`src/logic/gfs_pkg.sv`:
```
// Constants and types shared by the pin function select block.
package gfs_pkg;
    // Register indices; each index is one 32-bit word, byte address index*4.
    localparam logic [15:0] GFS_CFG_IDX   = 16'h781f;
    localparam logic [15:0] GFS_VALID_IDX = 16'h7827;
    localparam logic [15:0] GFS_CTRL_IDX  = 16'h7830;
    localparam logic [15:0] GFS_STAT_IDX  = 16'h7831;
    localparam logic [31:0] GFS_CFG_ADDR   = {14'h0, GFS_CFG_IDX, 2'h0};
    localparam logic [31:0] GFS_VALID_ADDR = {14'h0, GFS_VALID_IDX, 2'h0};
    localparam logic [31:0] GFS_CTRL_ADDR  = {14'h0, GFS_CTRL_IDX, 2'h0};
    localparam logic [31:0] GFS_STAT_ADDR  = {14'h0, GFS_STAT_IDX, 2'h0};
    // Configuration word fields and reset values.
    localparam int          GFS_CFG_DIR     = 15;
    localparam int          GFS_CFG_POL     = 10;
    localparam int          GFS_CFG_OD      = 9;
    localparam int          GFS_CFG_ENA     = 8;
    localparam int          GFS_CFG_FN_LO   = 4;
    localparam int          GFS_CFG_THR_LO  = 1;
    localparam logic [15:0] GFS_CFG_RESET   = 16'ha40a;
    localparam logic [15:0] GFS_VALID_RESET = 16'h0000;
    localparam logic [15:0] GFS_VALID_KEY   = 16'ha596;
    // Control word bits; command bits act as one-shot requests.
    localparam int GFS_CTRL_OUT   = 0;
    localparam int GFS_CTRL_DEV   = 1;
    localparam int GFS_CTRL_ON    = 2;
    localparam int GFS_CTRL_OFF   = 3;
    localparam int GFS_CTRL_SLEEP = 4;
    localparam int GFS_CTRL_WAKE  = 5;
    // Status word bits; the refused flag is write-one-to-clear.
    localparam int GFS_STAT_ON    = 0;
    localparam int GFS_STAT_SLEEP = 1;
    localparam int GFS_STAT_GOOD  = 2;
    localparam int GFS_STAT_PIN   = 3;
    localparam int GFS_STAT_REF   = 4;
    localparam int GFS_STAT_KEYOK = 5;
    // Timing, in nanoseconds, and the cycle counts derived from them.
    localparam int GFS_CYCLE_NS      = 10;
    localparam int GFS_DEB_NS        = 2000;
    localparam int GFS_LONG_DEB_NS   = 40000;
    localparam int GFS_CLK2M_HALF_NS = 250;
    localparam int GFS_DEB_CYC  = (GFS_DEB_NS + GFS_CYCLE_NS - 1) / GFS_CYCLE_NS;
    localparam int GFS_LONG_CYC =
        (GFS_LONG_DEB_NS + GFS_CYCLE_NS - 1) / GFS_CYCLE_NS;
    localparam int GFS_CLK2M_HALF = GFS_CLK2M_HALF_NS / GFS_CYCLE_NS;
    // Supply-good threshold code to millivolts.
    localparam logic [15:0] GFS_THR_BASE_MV = 16'd2800;
    localparam logic [15:0] GFS_THR_STEP_MV = 16'd100;
    localparam logic [15:0] GFS_HYST_MV     = 16'd50;
    // Power states of the device.
    typedef enum logic [1:0] {GFS_OFF, GFS_ON, GFS_SLEEP} gfs_pwr_t;
endpackage

```
`src/logic/gfs_debounce.sv`:
```
// Input de-bounce filter with a normal and a long settling period.
`timescale 1ns/1ns
module gfs_debounce #(
    parameter int NORMAL_CYC = gfs_pkg::GFS_DEB_CYC,
    parameter int LONG_CYC   = gfs_pkg::GFS_LONG_CYC
) (
    // Clock and reset.
    input  wire logic clock,
    input  wire logic rst,
    // Raw level and period select.
    input  wire logic raw,
    input  wire logic use_long,
    // Filtered level.
    output logic      level
);
    localparam int CW = $clog2(LONG_CYC + 1);

    if (NORMAL_CYC < 1 || LONG_CYC < NORMAL_CYC) begin : g_chk
        $error("gfs_debounce: periods must be at least one and ordered");
    end

    typedef struct packed {
        logic          level;
        logic          prev;
        logic [CW-1:0] cnt;
    } gfs_deb_st_t;

    gfs_deb_st_t st;
    gfs_deb_st_t next_st;
    logic [CW-1:0] limit;

    // The level moves only after the raw input has held for a whole period.
    always_comb begin
        limit = use_long ? CW'(LONG_CYC) : CW'(NORMAL_CYC);
        next_st = st;
        next_st.prev = raw;
        if (raw != st.prev) begin
            next_st.cnt = '0;
        end else if (st.cnt < limit) begin
            next_st.cnt = st.cnt + CW'(1);
        end else begin
            next_st.level = raw;
        end
    end

    // State register.
    always_ff @(posedge clock) begin
        if (rst) begin
            st <= '0;
        end else begin
            st <= next_st;
        end
    end

    assign level = st.level;
endmodule

```
`src/logic/gfs_supply_good.sv`:
```
// System supply good comparator with a coded rising threshold.
`timescale 1ns/1ns
module gfs_supply_good #(
    parameter logic [15:0] HYST_MV = gfs_pkg::GFS_HYST_MV
) (
    // Clock and reset.
    input  wire logic        clock,
    input  wire logic        rst,
    // Measured rail and threshold code.
    input  wire logic [15:0] rail_mv,
    input  wire logic [2:0]  thr_code,
    // Indication.
    output logic             good
);
    if (HYST_MV == 16'h0000) begin : g_chk
        $error("gfs_supply_good: hysteresis must be non-zero");
    end

    typedef struct packed {
        logic good;
    } gfs_sg_st_t;

    gfs_sg_st_t st;
    gfs_sg_st_t next_st;
    logic [15:0] thr_mv;

    // Rising trip is threshold plus hysteresis; it falls below the threshold.
    always_comb begin
        thr_mv = gfs_pkg::GFS_THR_BASE_MV
               + 16'(gfs_pkg::GFS_THR_STEP_MV * {13'h0, thr_code});
        next_st = st;
        if (st.good) begin
            next_st.good = rail_mv >= thr_mv;
        end else begin
            next_st.good = rail_mv >= 16'(thr_mv + HYST_MV);
        end
    end

    // State register.
    always_ff @(posedge clock) begin
        if (rst) begin
            st <= '0;
        end else begin
            st <= next_st;
        end
    end

    assign good = st.good;
endmodule

```
`src/logic/gfs_pin_mux.sv`:
```
// Pin function select for general-purpose pin six, with APB registers.
`timescale 1ns/1ns
module gfs_pin_mux #(
    parameter int NORMAL_CYC = gfs_pkg::GFS_DEB_CYC,
    parameter int LONG_CYC   = gfs_pkg::GFS_LONG_CYC,
    parameter int CLK2M_HALF = gfs_pkg::GFS_CLK2M_HALF
) (
    // Clock and reset.
    input  wire logic        clock,
    input  wire logic        rst,
    // APB slave.
    input  wire logic        psel,
    input  wire logic        penable,
    input  wire logic        pwrite,
    input  wire logic [31:0] paddr,
    input  wire logic [31:0] pwdata,
    output logic      [31:0] prdata,
    output logic             pready,
    output logic             pslverr,
    // The pin, as input, output and output enable.
    input  wire logic        pin_in,
    output logic             pin_out,
    output logic             pin_oe,
    // Sources for the output functions.
    input  wire logic        clk_32k,
    input  wire logic        dvs_done_1,
    input  wire logic        dvs_done_2,
    input  wire logic        ext_power_enable_1,
    input  wire logic        ext_power_enable_2,
    input  wire logic        converter_power_good,
    input  wire logic        aux_reset,
    input  wire logic [15:0] main_supply_rail,
    // Input function results.
    output logic             voltage_scale_select_1,
    output logic             voltage_scale_select_2,
    output logic             hw_enable_1,
    output logic             hw_enable_2,
    output logic             hw_control_1,
    output logic             hw_control_2,
    // Supply indication and power state.
    output logic             system_supply_good,
    output logic             power_on,
    output logic             power_sleep
);
    localparam int DW = $clog2(CLK2M_HALF + 1);

    if (CLK2M_HALF < 1) begin : g_chk
        $error("gfs_pin_mux: clock half period must be at least one cycle");
    end

    typedef struct packed {
        logic [15:0]      cfg;
        logic [15:0]      valid_word;
        logic             out_level;
        logic             dev_mode;
        logic             refused;
        gfs_pkg::gfs_pwr_t pwr;
        logic             change;
        logic             in_prev;
        logic [DW-1:0]    div;
        logic             clk_2m;
        logic             pready;
        logic             pslverr;
        logic [31:0]      prdata;
        logic             pin_out;
        logic             pin_oe;
        logic [5:0]       hw_in;
        logic             good;
        logic             pwr_on;
        logic             pwr_sleep;
    } gfs_top_st_t;

    gfs_top_st_t st;
    gfs_top_st_t next_st;

    logic       deb_level;
    logic       deb_long;
    logic       sg_good;
    logic [3:0] fn;
    logic       is_input;
    logic       enabled;
    logic       in_level;
    logic       in_rise;
    logic       in_edge;
    logic       wr;
    logic       setup_acc;
    logic       hit;
    logic       req_on;
    logic       req_off;
    logic       req_sleep;
    logic       req_wake;
    logic       req_toggle;
    logic       key_ok;
    logic       out_lvl;
    logic [2:0] hw_idx;
    logic [31:0] stat_word;

    // Pin input filter; the long period serves the long de-bounce codes.
    gfs_debounce #(
        .NORMAL_CYC (NORMAL_CYC),
        .LONG_CYC   (LONG_CYC)
    ) u_deb (
        .clock    (clock),
        .rst      (rst),
        .raw      (pin_in),
        .use_long (deb_long),
        .level    (deb_level)
    );

    // Supply good comparator driven by the threshold field.
    gfs_supply_good u_sg (
        .clock    (clock),
        .rst      (rst),
        .rail_mv  (main_supply_rail),
        .thr_code (st.cfg[gfs_pkg::GFS_CFG_THR_LO +: 3]),
        .good     (sg_good)
    );

    // Decode of the configuration word.
    assign fn       = st.cfg[gfs_pkg::GFS_CFG_FN_LO +: 4];
    assign is_input = st.cfg[gfs_pkg::GFS_CFG_DIR];
    assign enabled  = st.cfg[gfs_pkg::GFS_CFG_ENA];
    assign deb_long = is_input && (fn == 4'h0 || fn == 4'h4
                                   || fn == 4'he || fn == 4'hf);
    assign in_level = deb_level ^ ~st.cfg[gfs_pkg::GFS_CFG_POL];
    assign in_rise  = in_level && !st.in_prev;
    assign in_edge  = in_level != st.in_prev;
    assign key_ok   = st.valid_word == gfs_pkg::GFS_VALID_KEY;

    // APB strobes; a write lands on the edge that completes the access.
    assign setup_acc = psel && penable && !st.pready;
    assign wr        = psel && penable && st.pready && pwrite;
    assign hit       = paddr == gfs_pkg::GFS_CFG_ADDR
                    || paddr == gfs_pkg::GFS_VALID_ADDR
                    || paddr == gfs_pkg::GFS_CTRL_ADDR
                    || paddr == gfs_pkg::GFS_STAT_ADDR;

    // Power requests from software and from the pin's lower input codes.
    always_comb begin
        req_on     = wr && paddr == gfs_pkg::GFS_CTRL_ADDR
                     && pwdata[gfs_pkg::GFS_CTRL_ON];
        req_off    = wr && paddr == gfs_pkg::GFS_CTRL_ADDR
                     && pwdata[gfs_pkg::GFS_CTRL_OFF];
        req_sleep  = wr && paddr == gfs_pkg::GFS_CTRL_ADDR
                     && pwdata[gfs_pkg::GFS_CTRL_SLEEP];
        req_wake   = wr && paddr == gfs_pkg::GFS_CTRL_ADDR
                     && pwdata[gfs_pkg::GFS_CTRL_WAKE];
        req_toggle = 1'b0;
        if (is_input && enabled) begin
            unique case (fn)
                4'h2: begin
                    req_toggle = in_rise;
                end
                4'h3, 4'h4: begin
                    req_sleep = req_sleep || in_rise;
                    req_wake  = req_wake || (in_edge && !in_level);
                end
                4'h5: begin
                    req_sleep = req_sleep || in_rise;
                end
                4'h6: begin
                    req_on = req_on || in_rise;
                end
                4'h7: begin
                    req_off = req_off || in_rise;
                end
                default: begin
                    req_toggle = 1'b0;
                end
            endcase
        end
    end

    // Output function selection, before polarity and drive mode.
    always_comb begin
        unique case (fn)
            4'h0: out_lvl = st.out_level;
            4'h1: out_lvl = clk_32k;
            4'h2: out_lvl = st.pwr == gfs_pkg::GFS_ON;
            4'h3: out_lvl = st.pwr == gfs_pkg::GFS_SLEEP;
            4'h4: out_lvl = st.change;
            4'h5, 4'h6, 4'h7: out_lvl = 1'b0;
            4'h8: out_lvl = dvs_done_1;
            4'h9: out_lvl = dvs_done_2;
            4'ha: out_lvl = ext_power_enable_1;
            4'hb: out_lvl = ext_power_enable_2;
            4'hc: out_lvl = sg_good;
            4'hd: out_lvl = converter_power_good;
            4'he: out_lvl = st.clk_2m;
            4'hf: out_lvl = aux_reset;
        endcase
    end

    // Input codes 8 to 15 map onto six hardware input lines.
    always_comb begin
        if (fn < 4'hc) begin
            hw_idx = {1'b0, fn[1:0]};
        end else begin
            hw_idx = 3'h4 + {2'h0, fn[0]};
        end
    end

    // Status word seen by software.
    always_comb begin
        stat_word = '0;
        stat_word[gfs_pkg::GFS_STAT_ON]    = st.pwr == gfs_pkg::GFS_ON;
        stat_word[gfs_pkg::GFS_STAT_SLEEP] = st.pwr == gfs_pkg::GFS_SLEEP;
        stat_word[gfs_pkg::GFS_STAT_GOOD]  = sg_good;
        stat_word[gfs_pkg::GFS_STAT_PIN]   = deb_level;
        stat_word[gfs_pkg::GFS_STAT_REF]   = st.refused;
        stat_word[gfs_pkg::GFS_STAT_KEYOK] = key_ok;
    end

    // Next state of the whole block.
    always_comb begin
        next_st = st;
        next_st.in_prev = in_level;
        next_st.change  = 1'b0;

        // Bus answer: one wait state, then ready with data or error.
        next_st.pready  = setup_acc;
        next_st.pslverr = setup_acc && !hit;
        if (setup_acc && !(pwrite && hit)) begin
            if (paddr == gfs_pkg::GFS_CFG_ADDR) begin
                next_st.prdata = {16'h0, st.cfg};
            end else if (paddr == gfs_pkg::GFS_VALID_ADDR) begin
                next_st.prdata = {16'h0, st.valid_word};
            end else if (paddr == gfs_pkg::GFS_CTRL_ADDR) begin
                next_st.prdata = {30'h0, st.dev_mode, st.out_level};
            end else if (paddr == gfs_pkg::GFS_STAT_ADDR) begin
                next_st.prdata = stat_word;
            end else begin
                next_st.prdata = '0;
            end
        end

        // Register writes; command bits are not stored.
        if (wr && paddr == gfs_pkg::GFS_CFG_ADDR) begin
            next_st.cfg = pwdata[15:0];
        end
        if (wr && paddr == gfs_pkg::GFS_VALID_ADDR) begin
            next_st.valid_word = pwdata[15:0];
        end
        if (wr && paddr == gfs_pkg::GFS_CTRL_ADDR) begin
            next_st.out_level = pwdata[gfs_pkg::GFS_CTRL_OUT];
            next_st.dev_mode  = pwdata[gfs_pkg::GFS_CTRL_DEV];
        end
        if (wr && paddr == gfs_pkg::GFS_STAT_ADDR
            && pwdata[gfs_pkg::GFS_STAT_REF]) begin
            next_st.refused = 1'b0;
        end

        // Power state; a new refusal below wins over a clear above.
        unique case (st.pwr)
            gfs_pkg::GFS_OFF: begin
                if (req_on || req_toggle) begin
                    if (st.dev_mode && !key_ok) begin
                        next_st.refused = 1'b1;
                    end else begin
                        next_st.pwr = gfs_pkg::GFS_ON;
                    end
                end
            end
            gfs_pkg::GFS_ON: begin
                if (req_off || req_toggle) begin
                    next_st.pwr = gfs_pkg::GFS_OFF;
                end else if (req_sleep) begin
                    next_st.pwr = gfs_pkg::GFS_SLEEP;
                end
            end
            gfs_pkg::GFS_SLEEP: begin
                if (req_off || req_toggle) begin
                    next_st.pwr = gfs_pkg::GFS_OFF;
                end else if (req_wake) begin
                    next_st.pwr = gfs_pkg::GFS_ON;
                end
            end
            default: begin
                next_st.pwr = gfs_pkg::GFS_OFF;
            end
        endcase
        next_st.change    = next_st.pwr != st.pwr;
        next_st.pwr_on    = next_st.pwr == gfs_pkg::GFS_ON;
        next_st.pwr_sleep = next_st.pwr == gfs_pkg::GFS_SLEEP;

        // Free running 2 MHz clock, a toggle every half period.
        if (st.div >= DW'(CLK2M_HALF - 1)) begin
            next_st.div    = '0;
            next_st.clk_2m = !st.clk_2m;
        end else begin
            next_st.div = st.div + DW'(1);
        end

        // Pin drive; open drain only ever pulls low, disabled pins float.
        if (enabled && !is_input) begin
            if (st.cfg[gfs_pkg::GFS_CFG_OD]) begin
                next_st.pin_out = 1'b0;
                next_st.pin_oe  = !(out_lvl ^ ~st.cfg[gfs_pkg::GFS_CFG_POL]);
            end else begin
                next_st.pin_out = out_lvl ^ ~st.cfg[gfs_pkg::GFS_CFG_POL];
                next_st.pin_oe  = 1'b1;
            end
        end else begin
            next_st.pin_out = 1'b0;
            next_st.pin_oe  = 1'b0;
        end

        // Input functions; lines not selected rest low.
        next_st.hw_in = '0;
        if (enabled && is_input && fn[3]) begin
            next_st.hw_in[hw_idx] = in_level;
        end
        next_st.good = sg_good;
    end

    // State register; the power state starts off.
    always_ff @(posedge clock) begin
        if (rst) begin
            st            <= '0;
            st.cfg        <= gfs_pkg::GFS_CFG_RESET;
            st.valid_word <= gfs_pkg::GFS_VALID_RESET;
            st.pwr        <= gfs_pkg::GFS_OFF;
        end else begin
            st <= next_st;
        end
    end

    // Outputs come straight from the state register.
    assign prdata                 = st.prdata;
    assign pready                 = st.pready;
    assign pslverr                = st.pslverr;
    assign pin_out                = st.pin_out;
    assign pin_oe                 = st.pin_oe;
    assign voltage_scale_select_1 = st.hw_in[0];
    assign voltage_scale_select_2 = st.hw_in[1];
    assign hw_enable_1            = st.hw_in[2];
    assign hw_enable_2            = st.hw_in[3];
    assign hw_control_1           = st.hw_in[4];
    assign hw_control_2           = st.hw_in[5];
    assign system_supply_good     = st.good;
    assign power_on               = st.pwr_on;
    assign power_sleep            = st.pwr_sleep;
endmodule

```
`config.mk`:
```
export PLATFORM = sky130hd
export DESIGN_NAME = gfs_pin_mux
export DESIGN_NICKNAME = d
export VERILOG_FILES = /design/src/logic/gfs_pkg.sv /design/src/logic/gfs_debounce.sv /design/src/logic/gfs_supply_good.sv /design/src/logic/gfs_pin_mux.sv
export SDC_FILE = /design/constraint.sdc
export NUM_CORES = 1
export LEC_CHECK = 0
export BUFFER_PORTS_ARGS = -buffer_cell sky130_fd_sc_hd__buf_4
export CORE_MARGIN = 1
export CORE_UTILIZATION = 50
export CTS_CLUSTER_DIAMETER = 80
export DETAILED_ROUTE_END_ITERATION = 10
export PLACE_DENSITY = 0.76
export SETUP_SLACK_MARGIN = 0.3
export SYNTH_ARGS = -nofsm -noshare
export SYNTH_HDL_FRONTEND = slang
export SYNTH_HIERARCHICAL = 1
export SYNTH_SLANG_ARGS = --single-unit
```
`constraint.sdc`:
```
create_clock -name clock -period 3.7 [get_ports clock]
set_input_delay 0.185 -clock clock [delete_from_list [all_inputs] [get_ports clock]]
set_output_delay 0.185 -clock clock [all_outputs]
set_load 0.02 [all_outputs]
```
==> impl_results.md <==
* LEAKAGE at 2.41 nW
* Most Frequent Cell on Critical Path: ha_1
* Mapped Cells at 608
* Initial Util at 0.521
* Flops & latches, synth at 89
* Clock sink total at 89
* Core Region at 9910 um^2
* Crit path capture type: register
* Final worst-path cycle share at 0.875
* Register area share after synthesis at 0.345
* DRC viols at 0
* Antenna violations before repair at 0
* DRT Wirelength at 12600 um
* Ys flop type: dfxtp_1
* Final Hold Viols at 0
* CP arrival at 3.47 ns
* Number of flops mapped to enable cells by yosys at 0
* Fmax at 309 MHz
* Vias per cell at 5.74
* First-pass GRT wire length at 21000 um
* Synth warn at 6
* GRT overflow at 0
* Pins over their slew limit at 0
* H-Tree Depth at 3
* Port bufs at 105
* XOR/XNOR share of the synthesized area at 0.0291
* Worst setup path end: u_sg/good
* Fin area at 6140 um^2
* Crit path required time at 3.94 ns
* R2r endpoint: u_sg/good
* Worst r2r src: st[76]
* Critical Path, Cell by Cell: inv_1 -> ha_1 -> inv_2 -> ha_4 -> nor3b_4 -> xnor2_2 -> or4_4 -> or3_4 -> nand2_1 -> ha_1 -> nor2b_1 -> o211ai_1 -> a32oi_1
* DRT Pass-1 Iters at 5
* Max stage delay cell, worst path: or4_4
* GRT Total Usage at 0.239
* Minimum clock period at 3.24 ns
* Yosys cell types at 73
* # nets final at 815
* Slew at the pin closest to its max-slew limit at 1.00 ns
* Skew final at 0.00977 ns
* Reg2Reg Depth at 13
* Clk_lat worst skew at 0.37 ns
* Number of CTS-inserted buffers at 9
* Largest family of logic cells by synthesized area: simple AND/OR/NAND/NOR gates
* Worst ir drop on vdd at 0.000225 V
* Worst-path fanout max at 5
* FF-to-FF setup slack at 0.46 ns
* Routed vias at 4729
* # Max-Cap Violations at 0
* TritonCTS clock tree: built
* Placed cell areas at 5850 um^2
* Die area at 10700 um^2
* Crit path launch: st[76]
* Mux share of post-synthesis cell area at 0.0298
* DP HPWL at 9330 um
* Share of post-route cells with drive strength above 1 at 0.230
* Post-Synth Adder-Cell Area at 0.0872
* Slew Limit Headroom at 0.333
* Die height at 104 um
* Pwr dens at 308 nW/um^2
* DR WL/cell at 15.2 um
* P&R area growth vs syn at 18.8%
* Setup TNS at 0 ns
* Status: finished, final reports clean
* Vias in the first global route at 4636
* Largest net degree at the start of global routing at 52
* Max Root-Sink Buffers at 2
* Worst-path clk slew at 0.09 ns
* Post-synthesis simple-gate area fraction at 0.246
* Root Driver: clkbuf_8
* Async SR Flop Fraction at 0
* GPL Wtd Cong at 0.856
* Die Width at 104 um
* Finish-stage setup viols at 0
* Boundary pin count at 138
* Max incr delay on CP at 0.53 ns
* Syn avg cell area at 8.50 um^2
* Post-Syn Area at 5170 um^2
* Antenna Nets Post-Route at 0
* Critical setup path kind: reg2reg
* Compound-Gate Fraction of Synth Area at 0.178
* Number of diodes at 0
* DRT iter0 DRCs at 342
* RSZ-0062 raised after global routing: false
* Core Rows at 36
* Class of the worst hold path: in2reg
* Startpoint types: register
## critical path: cells and delay by family (launching register included)
| family | cells | cell delay [ns] |
|---|---|---|
| flops | 1 | 0.37 |
| fa+ha+maj | 3 | 0.79 |
| xor+xnor | 1 | 0.12 |
| compound gates | 2 | 0.35 |
| buf+inv | 2 | 0.13 |
| simple gates | 5 | 1.35 |
## area by class of cell
class	instances	area (um^2)
clock buffers	10	128
clock inverters	6	90.1
fillers	881	3770
inverters	16	60.1
multi-input cells	457	3060
flip-flops and latches	89	1790
well taps	133	166
repair buffers	113	848
## cell usage after synthesis (10+ instances only)
library cell | n | share of area
mux2i_1 | 12 | 0.023
ha_1 | 36 | 0.087
nor2b_1 | 12 | 0.015
dfxtp_1 | 89 | 0.34
o31ai_1 | 10 | 0.015
buf_4 | 32 | 0.047
o21ai_0 | 12 | 0.012
clkbuf_1 | 18 | 0.013
inv_1 | 15 | 0.011
a31o_1 | 13 | 0.022
a21oi_1 | 54 | 0.052
nor3_1 | 25 | 0.024
nor2_1 | 23 | 0.017
nand3_1 | 18 | 0.017
a22oi_1 | 11 | 0.016
nand2_1 | 93 | 0.068
## layer usage
| metal | global-route usage | routed length (um) |
|---|---|---|
| met1 | 0.288 | 5340 |
| met2 | 0.416 | 6170 |
| met3 | 0.0516 | 760 |
| met4 | 0.0908 | 278 |
| met5 | 0 | 0 |
## power by group
| part | switching (mW) | internal [mW] | total, mW |
|---|---|---|---|
| sequential | 0.00678 | 0.963 | 0.970 |
| combinational | 0.0917 | 0.0827 | 0.174 |
| clock | 0.358 | 0.384 | 0.743 |
## cell families after synthesis
| kind of cell | count (synthesis) |
|---|---|
| compound gates | 136 |
| xor+xnor | 15 |
| fa+ha+maj | 36 |
| buf+inv | 77 |
| flops | 89 |
| mux | 14 |
| other cells | 1 |
| simple gates | 240 |
## flip-flops by register name, indices dropped and copies added, names as in the netlist
name and count:
u_sg/good 1, fn 4, voltage_scale_select_1 1, pready 1, hw_control_2 1, power_on 1, is_input 1, hw_enable_2 1
power_sleep 1, hw_enable_1 1, hw_control_1 1, prdata 16, u_deb/level 1, pin_out 1, enabled 1, pin_oe 1
voltage_scale_select_2 1, pslverr 1, st 39, system_supply_good 1, u_deb/st 13
## metrics by stage
stage                     hold slack [ns]  setup WS [ns]  power (mW)  utilization  cells
final                              0.0438          0.461        1.89        0.619    824
after global routing               0.0441          0.298        1.95        0.619    824
after CTS                          0.0346          0.341        1.89        0.615    823
after detailed placement            0.422          0.163        1.16        0.590    807
after global placement              0.416          0.348        1.16        0.590    807
after floorplan                     0.254          0.459        1.08            -    623
## cells in the final DEF (no fill, tap or decap), types with 7 or more instances in the layout
cell type	instances
buf_4	113
nand2_1	93
dfxtp_1	88
a21oi_1	54
ha_1	34
nor3_1	25
nor2_1	23
nand3_1	18
conb_1	16
inv_1	14
a31o_1	13
nor2b_1	12
mux2i_1	12
o21ai_0	12
a22oi_1	11
o31ai_1	10
clkbuf_8	9
or3_1	8
nand4_1	7
nor4_1	7
xor2_1	7
## timing repair
item                                    4_1_cts  5_1_grt
pin swaps                                     1        5
buffers inserted                              0        1
gates cloned                                  0        0
resized for setup                             5        5
hold buffers                                  0        0
endpoints found under the setup margin        1        1
## how the worst min path moves through the flow
stage	from	end	slack [ns]	cells past startpoint
2_1_floorplan	rst	u_deb/level	0.25	1
3_3_place_gp	pwdata[10]	st[84]	0.42	3
3_5_place_dp	pwdata[10]	st[84]	0.42	3
4_1_cts	pwdata[10]	st[84]	0.03	3
5_1_grt	pwdata[13]	st[87]	0.04	3
6_report	pwdata[13]	st[87]	0.04	3
Power figures use the tool's default switching activity.
